### src/rtl/ttr_pkg.sv
// Constants shared by the tone transceiver host register block.
// Assumes a 10 MHz system clock and a host that strobes accesses with phi2.
package ttr_pkg;

  // ----------------------------------------------------------------
  // Register select and read/write encodings
  // ----------------------------------------------------------------
  localparam logic RS_DATA = 1'b0;
  localparam logic RS_CTRL = 1'b1;
  localparam logic RW_WR   = 1'b0;
  localparam logic RW_RD   = 1'b1;

  // ----------------------------------------------------------------
  // Field positions
  // ----------------------------------------------------------------
  localparam int PRI_TONE_OUT = 0;
  localparam int PRI_CP_MODE  = 1;
  localparam int PRI_IRQ_EN   = 2;
  localparam int PRI_SEL_SEC  = 3;
  localparam int SEC_BURST    = 0;
  localparam int SEC_TEST     = 1;
  localparam int SEC_SINGLE   = 2;
  localparam int SEC_COLUMN   = 3;
  localparam int ST_IRQ       = 0;
  localparam int ST_TX_READY  = 1;
  localparam int ST_RX_FULL   = 2;
  localparam int ST_STEERING  = 3;

  // ----------------------------------------------------------------
  // Reset values
  // ----------------------------------------------------------------
  localparam logic [3:0] CTRL_RESET = 4'h0;
  localparam logic [3:0] CODE_RESET = 4'h0;

  // ----------------------------------------------------------------
  // Timebase and burst timing
  // ----------------------------------------------------------------
  localparam int CLK_HZ   = 10000000;
  localparam int XTAL_HZ  = 3579545;
  localparam int BURST_MS = 50;
  localparam int BURST_XTAL_TICKS = (BURST_MS * XTAL_HZ + 999) / 1000;
  localparam int ACC_W    = 24;
  localparam int TIMER_W  = 19;

  typedef enum logic [2:0] {
    TTR_IDLE  = 3'h1,
    TTR_TONE  = 3'h2,
    TTR_PAUSE = 3'h4
  } ttr_burst_t;

endpackage

### src/rtl/ttr_sync.sv
// Three-stage synchroniser with a settled-level output per bit.
// Assumes inputs are asynchronous to i_clk; a change counts when stages two and three agree.
`timescale 1ns/1ps
`default_nettype none
module ttr_sync #(
  parameter int W = 1
) (
  input  wire logic         i_clk,
  input  wire logic         i_rst,
  input  wire logic [W-1:0] i_d,
  output logic      [W-1:0] o_q
);

  initial begin
    if (W < 1) $error("ttr_sync: W must be at least 1");
  end

  genvar g;
  generate
    for (g = 0; g < W; g++) begin : g_bit
      logic s1_reg;
      logic s2_reg;
      logic s3_reg;
      always_ff @(posedge i_clk or posedge i_rst) begin
        if (i_rst) begin
          s1_reg <= 1'b0;
          s2_reg <= 1'b0;
          s3_reg <= 1'b0;
          o_q[g] <= 1'b0;
        end else begin
          s1_reg <= i_d[g];
          s2_reg <= s1_reg;
          s3_reg <= s2_reg;
          if (s2_reg == s3_reg) begin
            o_q[g] <= s3_reg;
          end
        end
      end
    end
  endgenerate

endmodule
`default_nettype wire

### src/rtl/ttr_regs.sv
// Host register bank of a dual-tone signalling transceiver.
// Assumes a strobed host port (phi2, chip select, R/W, register select, 4-bit data)
// asynchronous to i_clk, and receiver logic on i_clk giving validation pulses.
`timescale 1ns/1ps
`default_nettype none
module ttr_regs
  import ttr_pkg::*;
#(
  parameter int BURST_TICKS = BURST_XTAL_TICKS
) (
  input  wire logic       i_clk,
  input  wire logic       i_rst,
  input  wire logic       i_phi2,
  input  wire logic       i_cs_n,
  input  wire logic       i_rw,
  input  wire logic       i_register_select_line,
  input  wire logic [3:0] i_data,
  output logic      [3:0] o_data,
  output logic            o_data_oe,
  input  wire logic       i_rx_valid,
  input  wire logic [3:0] i_rx_code,
  input  wire logic       i_rx_absent,
  input  wire logic       i_cp_tone,
  output logic            o_interrupt_progress_output,
  output logic            o_interrupt_progress_oe,
  output logic      [3:0] o_tone_code,
  output logic            o_tone_on,
  output logic            o_single_tone,
  output logic            o_column_tones,
  output logic            o_call_progress_mode
);

  initial begin
    if (BURST_TICKS < 1 || 2 * BURST_TICKS >= (1 << TIMER_W))
      $error("ttr_regs: BURST_TICKS out of range");
  end

  // ----------------------------------------------------------------
  // Host port synchronisation
  // ----------------------------------------------------------------
  logic [7:0] sync_q;
  logic       phi2_lvl;
  logic       cs_n_lvl;
  logic       rw_lvl;
  logic       rs_lvl;
  logic [3:0] data_lvl;
  logic       phi2_prev_reg;

  ttr_sync #(.W(8)) u_sync (
    .i_clk (i_clk),
    .i_rst (i_rst),
    .i_d   ({i_phi2, i_cs_n, i_rw, i_register_select_line, i_data}),
    .o_q   (sync_q)
  );

  assign phi2_lvl = sync_q[7];
  assign cs_n_lvl = sync_q[6];
  assign rw_lvl   = sync_q[5];
  assign rs_lvl   = sync_q[4];
  assign data_lvl = sync_q[3:0];

  // ----------------------------------------------------------------
  // Access decode
  // ----------------------------------------------------------------
  logic sel_b_reg;
  logic access_end;
  logic rd_window;
  logic wr_tx;
  logic wr_ctl;
  logic wr_pri;
  logic wr_sec;
  logic rd_status;

  // An access commits at the falling edge of phi2, after the host has read.
  assign access_end = phi2_prev_reg & ~phi2_lvl & ~cs_n_lvl;
  assign rd_window  = phi2_lvl & ~cs_n_lvl & (rw_lvl == RW_RD);
  assign wr_tx      = access_end & (rs_lvl == RS_DATA) & (rw_lvl == RW_WR);
  assign wr_ctl     = access_end & (rs_lvl == RS_CTRL) & (rw_lvl == RW_WR);
  assign rd_status  = access_end & (rs_lvl == RS_CTRL) & (rw_lvl == RW_RD);
  assign wr_pri     = wr_ctl & ~sel_b_reg;
  assign wr_sec     = wr_ctl & sel_b_reg;

  always_ff @(posedge i_clk or posedge i_rst) begin
    if (i_rst) begin
      phi2_prev_reg <= 1'b0;
    end else begin
      phi2_prev_reg <= phi2_lvl;
    end
  end

  // ----------------------------------------------------------------
  // Control and data registers
  // ----------------------------------------------------------------
  logic [3:0] ctl_pri_reg;
  logic [3:0] ctl_sec_reg;
  logic [3:0] tx_code_reg;
  logic [3:0] rx_code_reg;
  logic       rx_take;
  logic       burst_mode;
  logic       cp_mode;
  logic       irq_en;
  logic       test_mode;

  assign cp_mode    = ctl_pri_reg[PRI_CP_MODE];
  assign irq_en     = ctl_pri_reg[PRI_IRQ_EN];
  assign burst_mode = ~ctl_sec_reg[SEC_BURST];
  assign test_mode  = ctl_sec_reg[SEC_TEST] & ~cp_mode;
  // Tone pairs cannot be decoded while the call progress filter is selected.
  assign rx_take    = i_rx_valid & ~cp_mode;

  always_ff @(posedge i_clk or posedge i_rst) begin
    if (i_rst) begin
      ctl_pri_reg <= CTRL_RESET;
      ctl_sec_reg <= CTRL_RESET;
      sel_b_reg   <= 1'b0;
    end else if (wr_sec) begin
      ctl_sec_reg <= data_lvl;
      sel_b_reg   <= 1'b0;
    end else if (wr_pri) begin
      ctl_pri_reg <= data_lvl;
      sel_b_reg   <= data_lvl[PRI_SEL_SEC];
    end
  end

  always_ff @(posedge i_clk or posedge i_rst) begin
    if (i_rst) begin
      tx_code_reg <= CODE_RESET;
      rx_code_reg <= CODE_RESET;
    end else begin
      if (wr_tx) begin
        tx_code_reg <= data_lvl;
      end
      if (rx_take) begin
        rx_code_reg <= i_rx_code;
      end
    end
  end

  // ----------------------------------------------------------------
  // Crystal timebase
  // ----------------------------------------------------------------
  localparam logic [ACC_W-1:0] ACC_STEP = ACC_W'(XTAL_HZ);
  localparam logic [ACC_W-1:0] ACC_WRAP = ACC_W'(CLK_HZ - XTAL_HZ);
  logic [ACC_W-1:0] acc_reg;
  logic             xtick;

  // Fractional accumulator: one tick per crystal period on average.
  assign xtick = (acc_reg >= ACC_WRAP);

  always_ff @(posedge i_clk or posedge i_rst) begin
    if (i_rst) begin
      acc_reg <= '0;
    end else if (xtick) begin
      acc_reg <= acc_reg - ACC_WRAP;
    end else begin
      acc_reg <= acc_reg + ACC_STEP;
    end
  end

  // ----------------------------------------------------------------
  // Burst sequencer
  // ----------------------------------------------------------------
  localparam logic [TIMER_W-1:0] LEN_STD = TIMER_W'(BURST_TICKS - 1);
  localparam logic [TIMER_W-1:0] LEN_EXT = TIMER_W'(2 * BURST_TICKS - 1);
  ttr_burst_t         state_reg;
  ttr_burst_t         state_next;
  logic [TIMER_W-1:0] timer_reg;
  logic [TIMER_W-1:0] timer_next;
  logic [TIMER_W-1:0] burst_len;
  logic               phase_done;
  logic               txrdy_set;

  // Call progress mode doubles both burst and pause.
  assign burst_len  = cp_mode ? LEN_EXT : LEN_STD;
  assign phase_done = xtick & (timer_reg == '0);
  assign txrdy_set  = (state_reg == TTR_PAUSE) & phase_done & burst_mode;

  always_comb begin
    state_next = state_reg;
    timer_next = timer_reg;
    case (state_reg)
      TTR_IDLE: state_next = TTR_IDLE;
      TTR_TONE: begin
        if (phase_done) begin
          state_next = TTR_PAUSE;
          timer_next = burst_len;
        end else if (xtick) begin
          timer_next = timer_reg - 1'b1;
        end
      end
      TTR_PAUSE: begin
        if (phase_done) begin
          state_next = TTR_IDLE;
        end else if (xtick) begin
          timer_next = timer_reg - 1'b1;
        end
      end
      default: state_next = TTR_IDLE;
    endcase
    if (!burst_mode) begin
      state_next = TTR_IDLE;
    end else if (wr_tx) begin
      state_next = TTR_TONE;
      timer_next = burst_len;
    end
  end

  always_ff @(posedge i_clk or posedge i_rst) begin
    if (i_rst) begin
      state_reg <= TTR_IDLE;
      timer_reg <= '0;
    end else begin
      state_reg <= state_next;
      timer_reg <= timer_next;
    end
  end

  // ----------------------------------------------------------------
  // Status flags
  // ----------------------------------------------------------------
  logic st_irq_reg;
  logic st_txrdy_reg;
  logic st_rxfull_reg;
  logic st_steer_reg;

  // A set arriving in the clearing cycle wins over the read clear.
  always_ff @(posedge i_clk or posedge i_rst) begin
    if (i_rst) begin
      st_irq_reg    <= 1'b0;
      st_txrdy_reg  <= 1'b0;
      st_rxfull_reg <= 1'b0;
      st_steer_reg  <= 1'b0;
    end else begin
      st_irq_reg    <= rx_take | txrdy_set | (st_irq_reg & ~rd_status);
      st_txrdy_reg  <= burst_mode & (txrdy_set | (st_txrdy_reg & ~rd_status));
      st_rxfull_reg <= rx_take | (st_rxfull_reg & ~rd_status);
      if (i_rx_valid) begin
        st_steer_reg <= 1'b0;
      end else if (i_rx_absent) begin
        st_steer_reg <= 1'b1;
      end
    end
  end

  // ----------------------------------------------------------------
  // Read data and pin drivers
  // ----------------------------------------------------------------
  logic [3:0] status_word;
  logic [3:0] read_word;
  logic       pin_low;

  assign status_word = {st_steer_reg, st_rxfull_reg, st_txrdy_reg, st_irq_reg};
  assign read_word   = (rs_lvl == RS_CTRL) ? status_word : rx_code_reg;
  // Test mode shows the steering flag on the pin; call progress mode with irq_en set shows the filter output.
  assign pin_low = test_mode ? ~st_steer_reg :
                   (irq_en & cp_mode) ? ~i_cp_tone :
                   (irq_en & st_irq_reg);

  always_ff @(posedge i_clk or posedge i_rst) begin
    if (i_rst) begin
      o_data                      <= 4'h0;
      o_data_oe                   <= 1'b0;
      o_interrupt_progress_output <= 1'b0;
      o_interrupt_progress_oe     <= 1'b0;
    end else begin
      o_data                      <= rd_window ? read_word : 4'h0;
      o_data_oe                   <= rd_window;
      o_interrupt_progress_output <= 1'b0;
      o_interrupt_progress_oe     <= pin_low;
    end
  end

  always_ff @(posedge i_clk or posedge i_rst) begin
    if (i_rst) begin
      o_tone_code          <= CODE_RESET;
      o_tone_on            <= 1'b0;
      o_single_tone        <= 1'b0;
      o_column_tones       <= 1'b0;
      o_call_progress_mode <= 1'b0;
    end else begin
      o_tone_code          <= tx_code_reg;
      o_tone_on            <= ctl_pri_reg[PRI_TONE_OUT] &
                              (~burst_mode | (state_reg == TTR_TONE));
      o_single_tone        <= ctl_sec_reg[SEC_SINGLE];
      o_column_tones       <= ctl_sec_reg[SEC_COLUMN];
      o_call_progress_mode <= cp_mode;
    end
  end
endmodule
`default_nettype wire

### config.mk
export PLATFORM = sky130hd
export DESIGN_NAME = ttr_regs
export DESIGN_NICKNAME = d
export VERILOG_FILES = /design/src/rtl/ttr_pkg.sv /design/src/rtl/ttr_sync.sv /design/src/rtl/ttr_regs.sv
export SDC_FILE = /design/constraint.sdc
export NUM_CORES = 1
export LEC_CHECK = 0
export BUFFER_PORTS_ARGS = -buffer_cell sky130_fd_sc_hd__buf_2
export CORE_AREA = 2 2 100 102
export CTS_CLUSTER_DIAMETER = 50
export CTS_CLUSTER_SIZE = 12
export DETAILED_ROUTE_END_ITERATION = 7
export DIE_AREA = 0 0 102 104
export PLACE_DENSITY = 0.73
export SLEW_MARGIN = 20
export SYNTH_ARGS = -nofsm -noshare
export SYNTH_HDL_FRONTEND = slang
export SYNTH_SLANG_ARGS = --single-unit
### constraint.sdc
create_clock -name i_clk -period 3 [get_ports i_clk]
set_input_delay 0 -clock i_clk [delete_from_list [all_inputs] [get_ports i_clk]]
set_output_delay 0 -clock i_clk [all_outputs]
set_load 0.02 [all_outputs]
==> results.py <==
metrics = {
    "synth": {
        "synth_top_family_by_area": "compound AO/OA/AOI/OAI gates",
        "ys_ff_latch": 113,
        "synth_most_common_cell": "dfrtp_1",
        "synth_area_leaders": "dfrtp_1 56%, mux2_2 3.6%, nor2_1 2.7%",
        "syn_area_mm2": 0.00500,
        "ys_seq_area_share_pct": 56.6,
        "ys.flop_type": "dfrtp_1",
        "synthAdderAreaFrac_pct": 2.30,
        "synthArstFlopShare_pct": 100,
        "synth_top_area_share_pct": 56.0,
        "synth_top_area_cell": "dfrtp_1",
        "synth_fp_nets": 462,
        "syn_inst": 443,
        "synth-edff-count": 0,
        "synth_xor_area_share_pct": 4.38,
        "ys_warn_count": 0,
        "yosys.area_share.simple_pct": 14.3,
        "synth.top_cells.by_count": "112 x dfrtp_1, 36 x nor2_1, 27 x nand2_1",
        "synth_area_per_cell_um2": 11.3,
        "synth.distinct_cells": 69,
        "synth_compound_area_share_pct": 14.9,
        "synthMuxAreaShare_pct": 4.80,
    },
    "grt": {
        "grt_overflow": 0,
        "track_usage_pct": 22.3,
        "grt_pass1_wl_um": 18400,
        "grt_pass1_vias": 3885,
        "antenna_found_initial": 0,
        "grt_max_degree": 69,
    },
    "pwr": {
        "pwr-share-comb_pct": 14.1,
        "power_density_mw_per_mm2": 761,
        "power_frac_seq_pct": 43.6,
        "swShare_pct": 28.4,
        "pwr-share-clk_pct": 42.3,
        "switchingPower_mw": 1.31,
        "peakVddDrop_uv": 563,
        "p_int_mw": 3.30,
        "power_mw": 4.61,
        "total_leakage_power_nw": 2.58,
    },
    "route": {
        "drtPass1Iterations": 5,
        "num_vias": 3740,
        "finalWirelength_um": 10900,
        "routed_via_density": 5.79,
        "ant_nets": 0,
        "drt_iter0_markers": 316,
        "drc": 0,
        "post_drt_wl_per_cell_um": 16.8,
    },
    "setup_path": {
        "reg2reg_slack_ns": 0.30,
        "cp-end-kind": "flop",
        "critPathLaunchType": "flop",
        "rr_worst_depth": 6,
        "max_stage_delay_ns": 0.59,
        "crit_chain": "and4_1 -> a41o_2 -> a41o_1 -> nand2_1 -> o311ai_1 -> o211ai_1",
        "path_delay_family": "compound AO/OA/AOI/OAI gates",
        "cp_num_buf_inv": 0,
        "crit_path_top_delay_cell": "a41o_1",
        "crit_cells": 6,
        "cp_data_required_time_ns": 3.37,
        "worst-path-max-fanout": 18,
        "critPathArrivalTime_ns": 3.07,
        "crit_type": "reg -> reg",
    },
    "floorplanning": {
        "initial_core_util_pct": 52.4,
        "die_h_um": 104,
        "die_area_mm2": 0.0106,
        "die_w_um": 102,
        "core_mm2": 0.00955,
        "io_pins": 32,
        "rows": 36,
    },
    "placed_design": {
        "port_buffers": 30,
        "dp_hpwl_um": 7060,
        "place_area_mm2": 0.00532,
        "globalplace.congestion": 0.943,
        "dpl.cell_count": 598,
    },
    "cts": {
        "cts_root_buffer": "clkbuf_8",
        "cts_resized": 0,
        "cts_buffers": 17,
        "h-tree-depth": 4,
        "cts_tree": "built",
        "clk_pin_slew_worst_paths_ns": 0.06,
        "clock_path_buffers": 2,
        "clkSinkCount": 113,
        "clkLatencyLatePin_ns": 0.51,
    },
    "timing": {
        "max_clock_freq_ghz": 0.371,
        "worstMarginPinSlew_ns": 0.727,
        "hold_viol_final": 0,
        "max_slew_margin_pct": 51.4,
        "rsz0062_at_grt": "no",
        "setup_viol": 0,
        "period_share_pct": 89.9,
        "finalClockSkew_ns": 0.00625,
        "slew_viol_final": 0,
        "whs_ns": 0.105,
        "fin_setup_tns_ns": 0,
        "min_period_ns": 2.70,
    },
    "final_layout": {
        "syn_to_final_growth_pct": 21.2,
        "finalNetCount": 519,
        "insertedDiodeCount": 0,
        "fin_cells": 646,
        "largest_reg_flops": 24,
        "final_cell_area_mm2": 0.00606,
        "layout-drive-gt1-share_pct": 21.1,
    },
    "min_path": {
        "hp-class": "in -> async",
    },
    "status": {
        "status": "finished, final reports clean",
    },
    "job": {
        "max_cap_violations": 0,
    },
}
[what timing repair did]
| action | in CTS | in global routing |
|---|---|---|
| hold buffers | 16 | 0 |
| setup buffers | 0 | 0 |
| endpoints found under the setup margin | 0 | 0 |
| hold endpoints to repair | 60 | 0 |
[final timing paths]
path	from	endpoint
setup / recovery	acc_reg[9]$_DFF_PP0_	timer_reg[5]$_DFF_PP0_
hold / removal	i_rst	u_sync.o_q[0]$_DFFE_PP0N_
setup reg to reg	acc_reg[9]$_DFF_PP0_	timer_reg[5]$_DFF_PP0_
hold reg to reg	u_sync.g_bit[5].s1_reg$_DFF_PP0_	u_sync.g_bit[5].s2_reg$_DFF_PP0_
max in group asynchronous	i_rst	rx_code_reg[3]$_DFFE_PP0P_
min in group i_clk	i_register_select_line	u_sync.g_bit[4].s1_reg$_DFF_PP0_
[cells by family after synthesis]
family,Yosys count
XOR/XNOR,25
multiplexers,22
adder cells (fa/ha/maj),11
AO/OA/AOI/OAI,105
buffers and inverters,29
flip-flops,113
AND/OR/NAND/NOR,137
other,1
[metrics by stage]
step / util [%] / setup slack, ns
floorplan: - / 0.0143
global placement: 55.7 / 0.529
detailed placement: 55.7 / 0.442
CTS: 63.5 / 0.396
global route: 63.5 / 0.208
finish: 63.5 / 0.303
[power groups by stage]
| stage | Sequential [mW] | Clock (mW) | Combinational (mW) |
|---|---|---|---|
| 2_1_floorplan | 2.00 | 0 | 0.436 |
| 3_3_place_gp | 2.01 | 0 | 0.608 |
| 3_5_place_dp | 2.02 | 0 | 0.623 |
| 4_1_cts | 2.00 | 1.98 | 0.646 |
| 5_1_grt | 2.05 | 2.05 | 0.710 |
| 6_report | 2.01 | 1.95 | 0.648 |
[final cells by class]
| class | count | area (µm²) |
|---|---|---|
| inverter | 10 | 40.0 |
| clock inverter | 14 | 154 |
| sequential | 113 | 2830 |
| timing repair buffer | 57 | 405 |
| fill | 768 | 3490 |
| multi-input combinational | 301 | 2040 |
| tap | 133 | 166 |
| clock buffer | 18 | 428 |
[worst reg2reg max path, delay by kind of cell (launching register included)]
kind / cells / cell delay (ns)
DFF: 1 / 0.51
and+or+nand+nor: 2 / 0.61
AOI/OAI and AO/OA: 4 / 1.44
[layer usage]
| layer | vias to the layer above | GRT usage [%] | wire, µm |
|---|---|---|---|
| met5 | - | 0 | 0 |
| met4 | 0 | 9.71 | 237 |
| met3 | 29 | 6.38 | 607 |
| met2 | 140 | 34.2 | 5340 |
| met1 | 1837 | 29.6 | 4670 |
| li1 | 1734 | - | - |
[cell usage in the layout, fill, tap and decap left out, drive strengths merged, types with 11 or more instances in the layout]
cell type / Yosys / final
nor2: 37 / 37
o21ai: 18 / 18
clkbuf: 9 / 18
inv: 10 / 15
xor2: 11 / 11
dlygate4sd3: 0 / 16
mux2: 16 / 16
buf: 10 / 41
dfrtp: 112 / 112
a31oi: 11 / 11
nor3: 11 / 11
a21oi: 25 / 25
nand2: 27 / 27
nand3: 16 / 16
xnor2: 14 / 14
No activity file was read; power rests on OpenSTA's default activity.
